`config.mk`:
```
export PLATFORM = sky130hd
export DESIGN_NAME = sclm_top
export DESIGN_NICKNAME = d
export VERILOG_FILES = /design/src/logic/sclm_pkg.sv /design/src/logic/sclm_top.sv
export VERILOG_INCLUDE_DIRS = /design/src /design/src/logic
export SDC_FILE = /design/constraint.sdc
export NUM_CORES = 1
export LEC_CHECK = 0
export ABC_AREA = 1
export BUFFER_PORTS_ARGS = -buffer_cell sky130_fd_sc_hd__buf_2
export CAP_MARGIN = 20
export CORE_MARGIN = 3
export CORE_UTILIZATION = 39
export DETAILED_ROUTE_END_ITERATION = 8
export GPL_TIMING_DRIVEN = 0
export MAX_ROUTING_LAYER = met4
export SYNTH_ARGS = -nofsm -noshare
export SYNTH_HDL_FRONTEND = slang
export SYNTH_SLANG_ARGS = --single-unit
```
`constraint.sdc`:
```
create_clock -name i_clock -period 1.4 [get_ports i_clock]
set_input_delay 0.21 -clock i_clock [delete_from_list [all_inputs] [get_ports i_clock]]
set_output_delay 0.21 -clock i_clock [all_outputs]
set_load 0.005 [all_outputs]
```
`src/logic/sclm_cfg.svh`:
```
// Constants for the strap latch and clock-request pin multiplexer
//
// Contract
// - Pin 1 drives PCI clock 0 after power-up
// - Disabled PCI clock output leaves pin undriven
// - Byte 5 bit 7 picks pin 1 function
// - Request A gates pair 0 or pair 2
// - Byte 5 bit 5 picks pin 3 function
// - Byte 5 bit 4 routes request B
// - Sample trusted-mode strap on pin 4 at power-up
// - Pin 4 drives PCI clock 2 after sampling
// - Latch pin 6 video strap, then drive PCI
// - Video strap 1 means SRC, 0 means display
// - Free-running PCI clock ignores the stop input
// - Pin 7 debug strap picks shared pair use
`ifndef SCLM_CFG_SVH
`define SCLM_CFG_SVH

// ----------------------------------------
// Pin slots on the shared pin vector
// ----------------------------------------
`define SCLM_NPINS 5
`define SCLM_SLOT_PIN1 0
`define SCLM_SLOT_PIN3 1
`define SCLM_SLOT_PIN4 2
`define SCLM_SLOT_PIN6 3
`define SCLM_SLOT_PIN7 4

// ----------------------------------------
// Configuration byte bit positions
// ----------------------------------------
`define SCLM_B2_PCI_CLOCK_OUT_0_EN 0
`define SCLM_B2_PCI_CLOCK_OUT_1_EN 1
`define SCLM_B2_PCI2_EN 2
`define SCLM_B2_PCI4_EN 4
`define SCLM_B2_PCIF5_EN 5
`define SCLM_B5_CRA_EN 7
`define SCLM_B5_CRA_SEL 6
`define SCLM_B5_CRB_EN 5
`define SCLM_B5_CRB_SEL 4

// ----------------------------------------
// Reset values and strap settle timing
// ----------------------------------------
`define SCLM_PIN_RST 5'h00
`define SCLM_GATE_RST 4'hf
`define SCLM_CLK_NS 10
`define SCLM_SETTLE_NS 100
`define SCLM_SETTLE_CYC ((`SCLM_SETTLE_NS + `SCLM_CLK_NS - 1) / `SCLM_CLK_NS)
`define SCLM_CNT_W 8

`endif

```
`src/logic/sclm_pkg.sv`:
```
// Types for the strap latch and clock-request pin multiplexer
package sclm_pkg;

    // ----------------------------------------
    // Sequencer states
    // ----------------------------------------
    typedef enum logic [0:0] {
        ST_SETTLE,
        ST_RUN
    } sclm_state_e;

    // ----------------------------------------
    // Latched straps
    // ----------------------------------------
    typedef struct packed {
        logic trusted_mode_strap;
        logic video_strap;
        logic debug_pair_strap;
    } sclm_strap_s;

    // ----------------------------------------
    // Run enables of the gated SRC pairs
    // ----------------------------------------
    typedef struct packed {
        logic serial_ref_pair_4;
        logic serial_ref_pair_2;
        logic serial_ref_pair_1;
        logic serial_ref_pair_0;
    } sclm_src_gate_s;

endpackage

```
`src/logic/sclm_top.sv`:
```
// Power-up strap latch and PCI clock / clock-request pin multiplexer
`timescale 1ns/1ps
`include "sclm_cfg.svh"

module sclm_top #(
    parameter int SETTLE_CYC = `SCLM_SETTLE_CYC
) (
    input wire logic i_clock,
    input wire logic i_rst,
    input wire logic [`SCLM_NPINS-1:0] i_pin_in,
    input wire logic i_pci_phase,
    input wire logic i_pci_stop_n,
    input wire logic [7:0] i_cfg_byte2,
    input wire logic [7:0] i_cfg_byte5,
    output logic [`SCLM_NPINS-1:0] o_pin_out,
    output logic [`SCLM_NPINS-1:0] o_pin_oe,
    output sclm_pkg::sclm_src_gate_s o_src_gate,
    output sclm_pkg::sclm_strap_s o_strap,
    output logic o_overclock_allowed,
    output logic o_shared_pair_is_src,
    output logic o_shared_pair_is_debug,
    output logic o_strap_done
);

    // ----------------------------------------
    // Pin and stop synchronisers
    // ----------------------------------------
    logic [`SCLM_NPINS-1:0] meta_q;
    logic [`SCLM_NPINS-1:0] pin_q;
    logic stop_meta_q;
    logic stop_n_q;

    genvar g;
    generate
        for (g = 0; g < `SCLM_NPINS; g++) begin : g_sync
            always_ff @(posedge i_clock or posedge i_rst) begin
                if (i_rst) begin
                    meta_q[g] <= 1'b0;
                    pin_q[g] <= 1'b0;
                end else begin
                    meta_q[g] <= i_pin_in[g];
                    pin_q[g] <= meta_q[g];
                end
            end
        end
    endgenerate

    always_ff @(posedge i_clock or posedge i_rst) begin
        if (i_rst) begin
            stop_meta_q <= 1'b1;
            stop_n_q <= 1'b1;
        end else begin
            stop_meta_q <= i_pci_stop_n;
            stop_n_q <= stop_meta_q;
        end
    end

    // ----------------------------------------
    // Strap sequencer
    // ----------------------------------------
    // Pins stay undriven while the straps settle; a driven pin would
    // fight the strap resistor and corrupt the sampled level.
    sclm_pkg::sclm_state_e state_q;
    sclm_pkg::sclm_state_e state_d;
    logic [`SCLM_CNT_W-1:0] cnt_q;
    logic [`SCLM_CNT_W-1:0] cnt_d;
    sclm_pkg::sclm_strap_s strap_q;
    sclm_pkg::sclm_strap_s strap_d;
    logic latch_now;

    always_comb begin
        state_d = state_q;
        cnt_d = cnt_q;
        strap_d = strap_q;
        latch_now = 1'b0;
        case (state_q)
            sclm_pkg::ST_SETTLE: begin
                if (cnt_q >= `SCLM_CNT_W'(SETTLE_CYC - 1)) begin
                    latch_now = 1'b1;
                    strap_d.trusted_mode_strap = pin_q[`SCLM_SLOT_PIN4];
                    strap_d.video_strap = pin_q[`SCLM_SLOT_PIN6];
                    strap_d.debug_pair_strap = pin_q[`SCLM_SLOT_PIN7];
                    state_d = sclm_pkg::ST_RUN;
                end else begin
                    cnt_d = cnt_q + `SCLM_CNT_W'(1);
                end
            end
            sclm_pkg::ST_RUN: begin
                // No path back: straps hold until the next reset
                state_d = sclm_pkg::ST_RUN;
            end
            default: begin
                state_d = sclm_pkg::ST_SETTLE;
            end
        endcase
    end

    always_ff @(posedge i_clock or posedge i_rst) begin
        if (i_rst) begin
            state_q <= sclm_pkg::ST_SETTLE;
            cnt_q <= '0;
            strap_q <= '0;
        end else begin
            state_q <= state_d;
            cnt_q <= cnt_d;
            strap_q <= strap_d;
        end
    end

    // ----------------------------------------
    // Pin drivers
    // ----------------------------------------
    logic run;
    logic cra_en;
    logic cra_sel;
    logic crb_en;
    logic crb_sel;
    logic [`SCLM_NPINS-1:0] pci_en;
    logic [`SCLM_NPINS-1:0] stoppable;
    logic [`SCLM_NPINS-1:0] oe_d;
    logic [`SCLM_NPINS-1:0] out_d;
    logic [`SCLM_NPINS-1:0] oe_q;
    logic [`SCLM_NPINS-1:0] out_q;

    assign run = (state_q == sclm_pkg::ST_RUN);
    assign cra_en = i_cfg_byte5[`SCLM_B5_CRA_EN];
    assign cra_sel = i_cfg_byte5[`SCLM_B5_CRA_SEL];
    assign crb_en = i_cfg_byte5[`SCLM_B5_CRB_EN];
    assign crb_sel = i_cfg_byte5[`SCLM_B5_CRB_SEL];
    assign pci_en = {i_cfg_byte2[`SCLM_B2_PCIF5_EN], i_cfg_byte2[`SCLM_B2_PCI4_EN],
                     i_cfg_byte2[`SCLM_B2_PCI2_EN], i_cfg_byte2[`SCLM_B2_PCI_CLOCK_OUT_1_EN],
                     i_cfg_byte2[`SCLM_B2_PCI_CLOCK_OUT_0_EN]};
    // Free-running output on pin 7 is never stopped
    assign stoppable = 5'h0f;

    always_comb begin
        oe_d = '0;
        out_d = '0;
        for (int i = 0; i < `SCLM_NPINS; i++) begin
            // Disabled or idle output leaves the pin undriven
            oe_d[i] = run & pci_en[i];
        end
        // Request inputs take the pin away from the PCI driver
        if (cra_en) begin
            oe_d[`SCLM_SLOT_PIN1] = 1'b0;
        end
        if (crb_en) begin
            oe_d[`SCLM_SLOT_PIN3] = 1'b0;
        end
        for (int i = 0; i < `SCLM_NPINS; i++) begin
            out_d[i] = oe_d[i] & i_pci_phase & (stop_n_q | ~stoppable[i]);
        end
    end

    // Default PCI drive on every shared pin once straps are
    always_ff @(posedge i_clock or posedge i_rst) begin
        if (i_rst) begin
            oe_q <= `SCLM_PIN_RST;
            out_q <= `SCLM_PIN_RST;
        end else begin
            oe_q <= oe_d;
            out_q <= out_d;
        end
    end

    // ----------------------------------------
    // Clock-request gating
    // ----------------------------------------
    // Requests are active low; a pin held high stops its pair.
    sclm_pkg::sclm_src_gate_s gate_d;
    sclm_pkg::sclm_src_gate_s gate_q;
    logic req_a_off;
    logic req_b_off;

    always_comb begin
        req_a_off = run & cra_en & pin_q[`SCLM_SLOT_PIN1];
        req_b_off = run & crb_en & pin_q[`SCLM_SLOT_PIN3];
        gate_d.serial_ref_pair_0 = ~(req_a_off & ~cra_sel);
        gate_d.serial_ref_pair_2 = ~(req_a_off & cra_sel);
        gate_d.serial_ref_pair_1 = ~(req_b_off & ~crb_sel);
        gate_d.serial_ref_pair_4 = ~(req_b_off & crb_sel);
    end

    always_ff @(posedge i_clock or posedge i_rst) begin
        if (i_rst) begin
            gate_q <= `SCLM_GATE_RST;
        end else begin
            gate_q <= gate_d;
        end
    end

    // ----------------------------------------
    // Outputs
    // ----------------------------------------
    assign o_pin_out = out_q;
    assign o_pin_oe = oe_q;
    assign o_src_gate = gate_q;
    assign o_strap = strap_q;
    assign o_strap_done = run;
    assign o_overclock_allowed = ~strap_q.trusted_mode_strap;
    assign o_shared_pair_is_src = strap_q.video_strap;
    assign o_shared_pair_is_debug = strap_q.debug_pair_strap;
endmodule

```
==> results.cfg <==
[run_status]
status = finished with violations
failed_checks = hold timing

[setup_path]
timing.reg2reg.worst_path_depth = 7
critical_path.reg2reg.endpoint = o_shared_pair_is_debug
timing.critical_path.required_ns = 1.68
r2r-start = cnt_q[1]
critical_path.max_fanout = 4
reg2reg_setup_slack_ns = 0.12
end_kind = register
criticalPathCategory = register to register
worstSetupStartpointType = register
critPathArrivalTime_ns = 1.56

[routing]
number_of_iterations_in_the_first_detailed_routing_pass = 4
wl_mm = 2.30
wire_per_inst_um = 10.9
remaining_drc_errors = 0
vias_per_cell = 4.40
vias = 928
route.antenna.remaining_nets = 0
starting_drc_count_in_detailed_routing = 47

[cells_and_area]
final_cell_mix = 39 x sky130_fd_sc_hd__buf_2, 32 x sky130_fd_sc_hd__dfrtp_1, 22 x sky130_fd_sc_hd__nand2_1
layout-area-overhead-vs-synth_pct = 30.4
layout-drive-gt1-share = 0.383
final_net_count = 194
regArea_sq_um = 958
antennaDiodeCount = 0
most_frequent_standard_cell_in_the_layout_excluding_fill_and_tap_cells = sky130_fd_sc_hd__buf_2
final.fill_count = 292
multi_input_combinational_cell_area_sq_um = 313

[sta]
final-max-slew-violation-count = 0
report.final.setup_viol = 0
tightestPinTransition_ns = 0.758
skew_ns = 0.00218
fmax_ghz = 0.782
timing.max_slew.rel_slack = 0.494
fin_tns_setup_ns = 0
final_period_minus_worst_setup_slack_ns = 1.28
finalCritPeriodShare = 0.913
grt_setup_unrepaired = false
hold_viol = 16
finalHoldWorstSlack_ns = -0.00864

[global_route]
pin_count_of_the_biggest_net_entering_global_routing = 21
gr-total-overflow = 0
number_of_global_route_vias_before_repair = 963
global_route.usage.total = 0.135
grt_pass1_wl_mm = 4.11
antenna_violations_before_repair = 0

[synthesis]
yosys_warnings = 0
synth_cell_types = 20
ys_top_cells_by_area = sky130_fd_sc_hd__dfrtp_1 59%, sky130_fd_sc_hd__dfstp_2 12%, sky130_fd_sc_hd__nand2_1 6.4%
syn-mean-instance-area_sq_um = 11.9
synth_top_cell_by_area = sky130_fd_sc_hd__dfrtp_1
synthDominantCellAreaShare = 0.590
mappedNetlistNets = 142
yosys_register_bits = 38
postSynthCellCount = 114
ys_seq_area_frac = 0.707
mappedNetlistArea_sq_um = 1360

[power]
vdd_ir_drop_max_v = 0.000698
power.leakage_nw = 0.953
power_density_nw_per_um2 = 1120

[floorplan]
die_h_um = 65.0
floorplan.die_area_sq_um = 4220
start_util = 0.427
fp.dieW_um = 65.0
row_count = 20
pin_count = 46
coreArea_sq_um = 3180

[clock_tree]
cts_setup_buffers = 0
cts-root-to-sink-buffers = 2
cts.reportedPaths.clkPinSlew_ns = 0.11
clockRootBuffer = sky130_fd_sc_hd__clkbuf_4
worstSkewPairLatency_ns = 0.33
clock-sinks = 38
cts_inserted_buffers = 5
ctsHtreeMaxLevel = 2
tritoncts_clock_tree = done

[place]
finalWeightedCongestion = 0.799
place.port_buffers = 38
place_hpwl_mm = 1.78

[flow_run]
maxCapViolations = 0

[min_path]
min_path_type = input port to asynchronous set/reset pin
[stage by stage]
stage | setup slack, ns | utilization | power [W] | std cells | instance area, sq um
finish | 0.122 | 0.557 | 0.00199 | 211 | 1770
global route | 0.00434 | 0.557 | 0.00211 | 211 | 1770
CTS | 0.0587 | 0.556 | 0.00202 | 211 | 1770
detailed placement | 0.0732 | 0.513 | 0.00129 | 197 | 1630
global placement | -0.0714 | 0.504 | 0.00127 | 196 | 1600
floorplan | 0.225 | - | 0.00122 | 114 | 1360
[how the worst max path moves through the flow]
stage / startpoint / to / slack (ns) / cells after the start
finish: cnt_q[1] / o_shared_pair_is_debug / 0.12 / 7
global route: cnt_q[1] / cnt_q[2] / 0.004 / 8
CTS: cnt_q[1] / o_shared_pair_is_src / 0.06 / 8
detailed placement: cnt_q[1] / o_shared_pair_is_src / 0.07 / 8
global placement: i_rst / o_shared_pair_is_src / -0.07 / 2
floorplan: cnt_q[1] / cnt_q[2] / 0.22 / 8
[kinds of logic (layout without fill, tap and decap cells)]
group | Yosys count | count (layout) | synth area share
buffers and inverters | 21 | 74 | 0.0646
adders and majority gates | 3 | 3 | 0.0277
xor gates and xnor gates | 1 | 1 | 0.00646
and+or+nand+nor | 49 | 49 | 0.185
AOI/OAI and AO/OA | 2 | 2 | 0.00922
DFF | 38 | 38 | 0.707
[final cells by class]
class | instances | area share
flip-flops and latches | 38 | 0.542
multi-input cells | 55 | 0.177
repair buffers | 45 | 0.157
well taps | 44 | 0.0311
inverters | 14 | 0.0297
clock inverters | 3 | 0.0226
clock buffers | 5 | 0.0212
plain buffers | 7 | 0.0198
[cells in the mapped netlist]
master,number
sky130_fd_sc_hd__buf_2,1
sky130_fd_sc_hd__buf_4,2
sky130_fd_sc_hd__inv_1,13
sky130_fd_sc_hd__a21oi_1,1
sky130_fd_sc_hd__dfstp_2,6
sky130_fd_sc_hd__nand2_1,23
sky130_fd_sc_hd__xor2_1,1
sky130_fd_sc_hd__dfrtp_1,32
sky130_fd_sc_hd__nand2_2,2
sky130_fd_sc_hd__nor2_2,2
sky130_fd_sc_hd__nand3_1,4
sky130_fd_sc_hd__o21bai_1,1
sky130_fd_sc_hd__inv_2,1
sky130_fd_sc_hd__clkbuf_1,4
sky130_fd_sc_hd__ha_1,3
sky130_fd_sc_hd__nor2_8,1
sky130_fd_sc_hd__nor2_1,6
sky130_fd_sc_hd__nand3_4,1
sky130_fd_sc_hd__nor3_1,2
sky130_fd_sc_hd__nand4_1,8
[registers in the layout, indices dropped and copies added, names as in the netlist, 4 cells and up]
| register | cells |
|---|---|
| cnt_q | 8 |
| meta_q | 5 |
| o_pin_oe | 5 |
| o_pin_out | 5 |
| o_src_gate | 4 |
| pin_q | 5 |
[layer usage]
layer	up-vias	GRT usage	wire [um]
li1	458	-	-
met1	442	0.140	923
met2	21	0.225	1200
met3	7	0.0433	122
met4	0	0.0792	55
met5	-	-	0
[what timing repair did]
action | in CTS | in global routing
hold buffers | 6 | 0
endpoints found under the setup margin | 0 | 6
resized for setup | 0 | 1
hold endpoints to repair | 6 | 0
[worst max-delay path: stages, from the launching register on]
cell and delay [ns]:
sky130_fd_sc_hd__dfrtp_1 0.41, sky130_fd_sc_hd__inv_1 0.08, sky130_fd_sc_hd__ha_1 0.18, sky130_fd_sc_hd__inv_1 0.07, sky130_fd_sc_hd__a21oi_1 0.06, sky130_fd_sc_hd__o21bai_1 0.27
sky130_fd_sc_hd__nand2_1 0.09, sky130_fd_sc_hd__nand2_1 0.06
[power breakdown]
part           total [W]  switching [W]  internal (W)  leakage, nW
combinational   0.000122      0.0000583     0.0000638        0.456
clock           0.000710       0.000340      0.000370       0.0450
sequential       0.00115      0.0000122       0.00114        0.453
No activity file was read; power rests on OpenSTA's default activity.
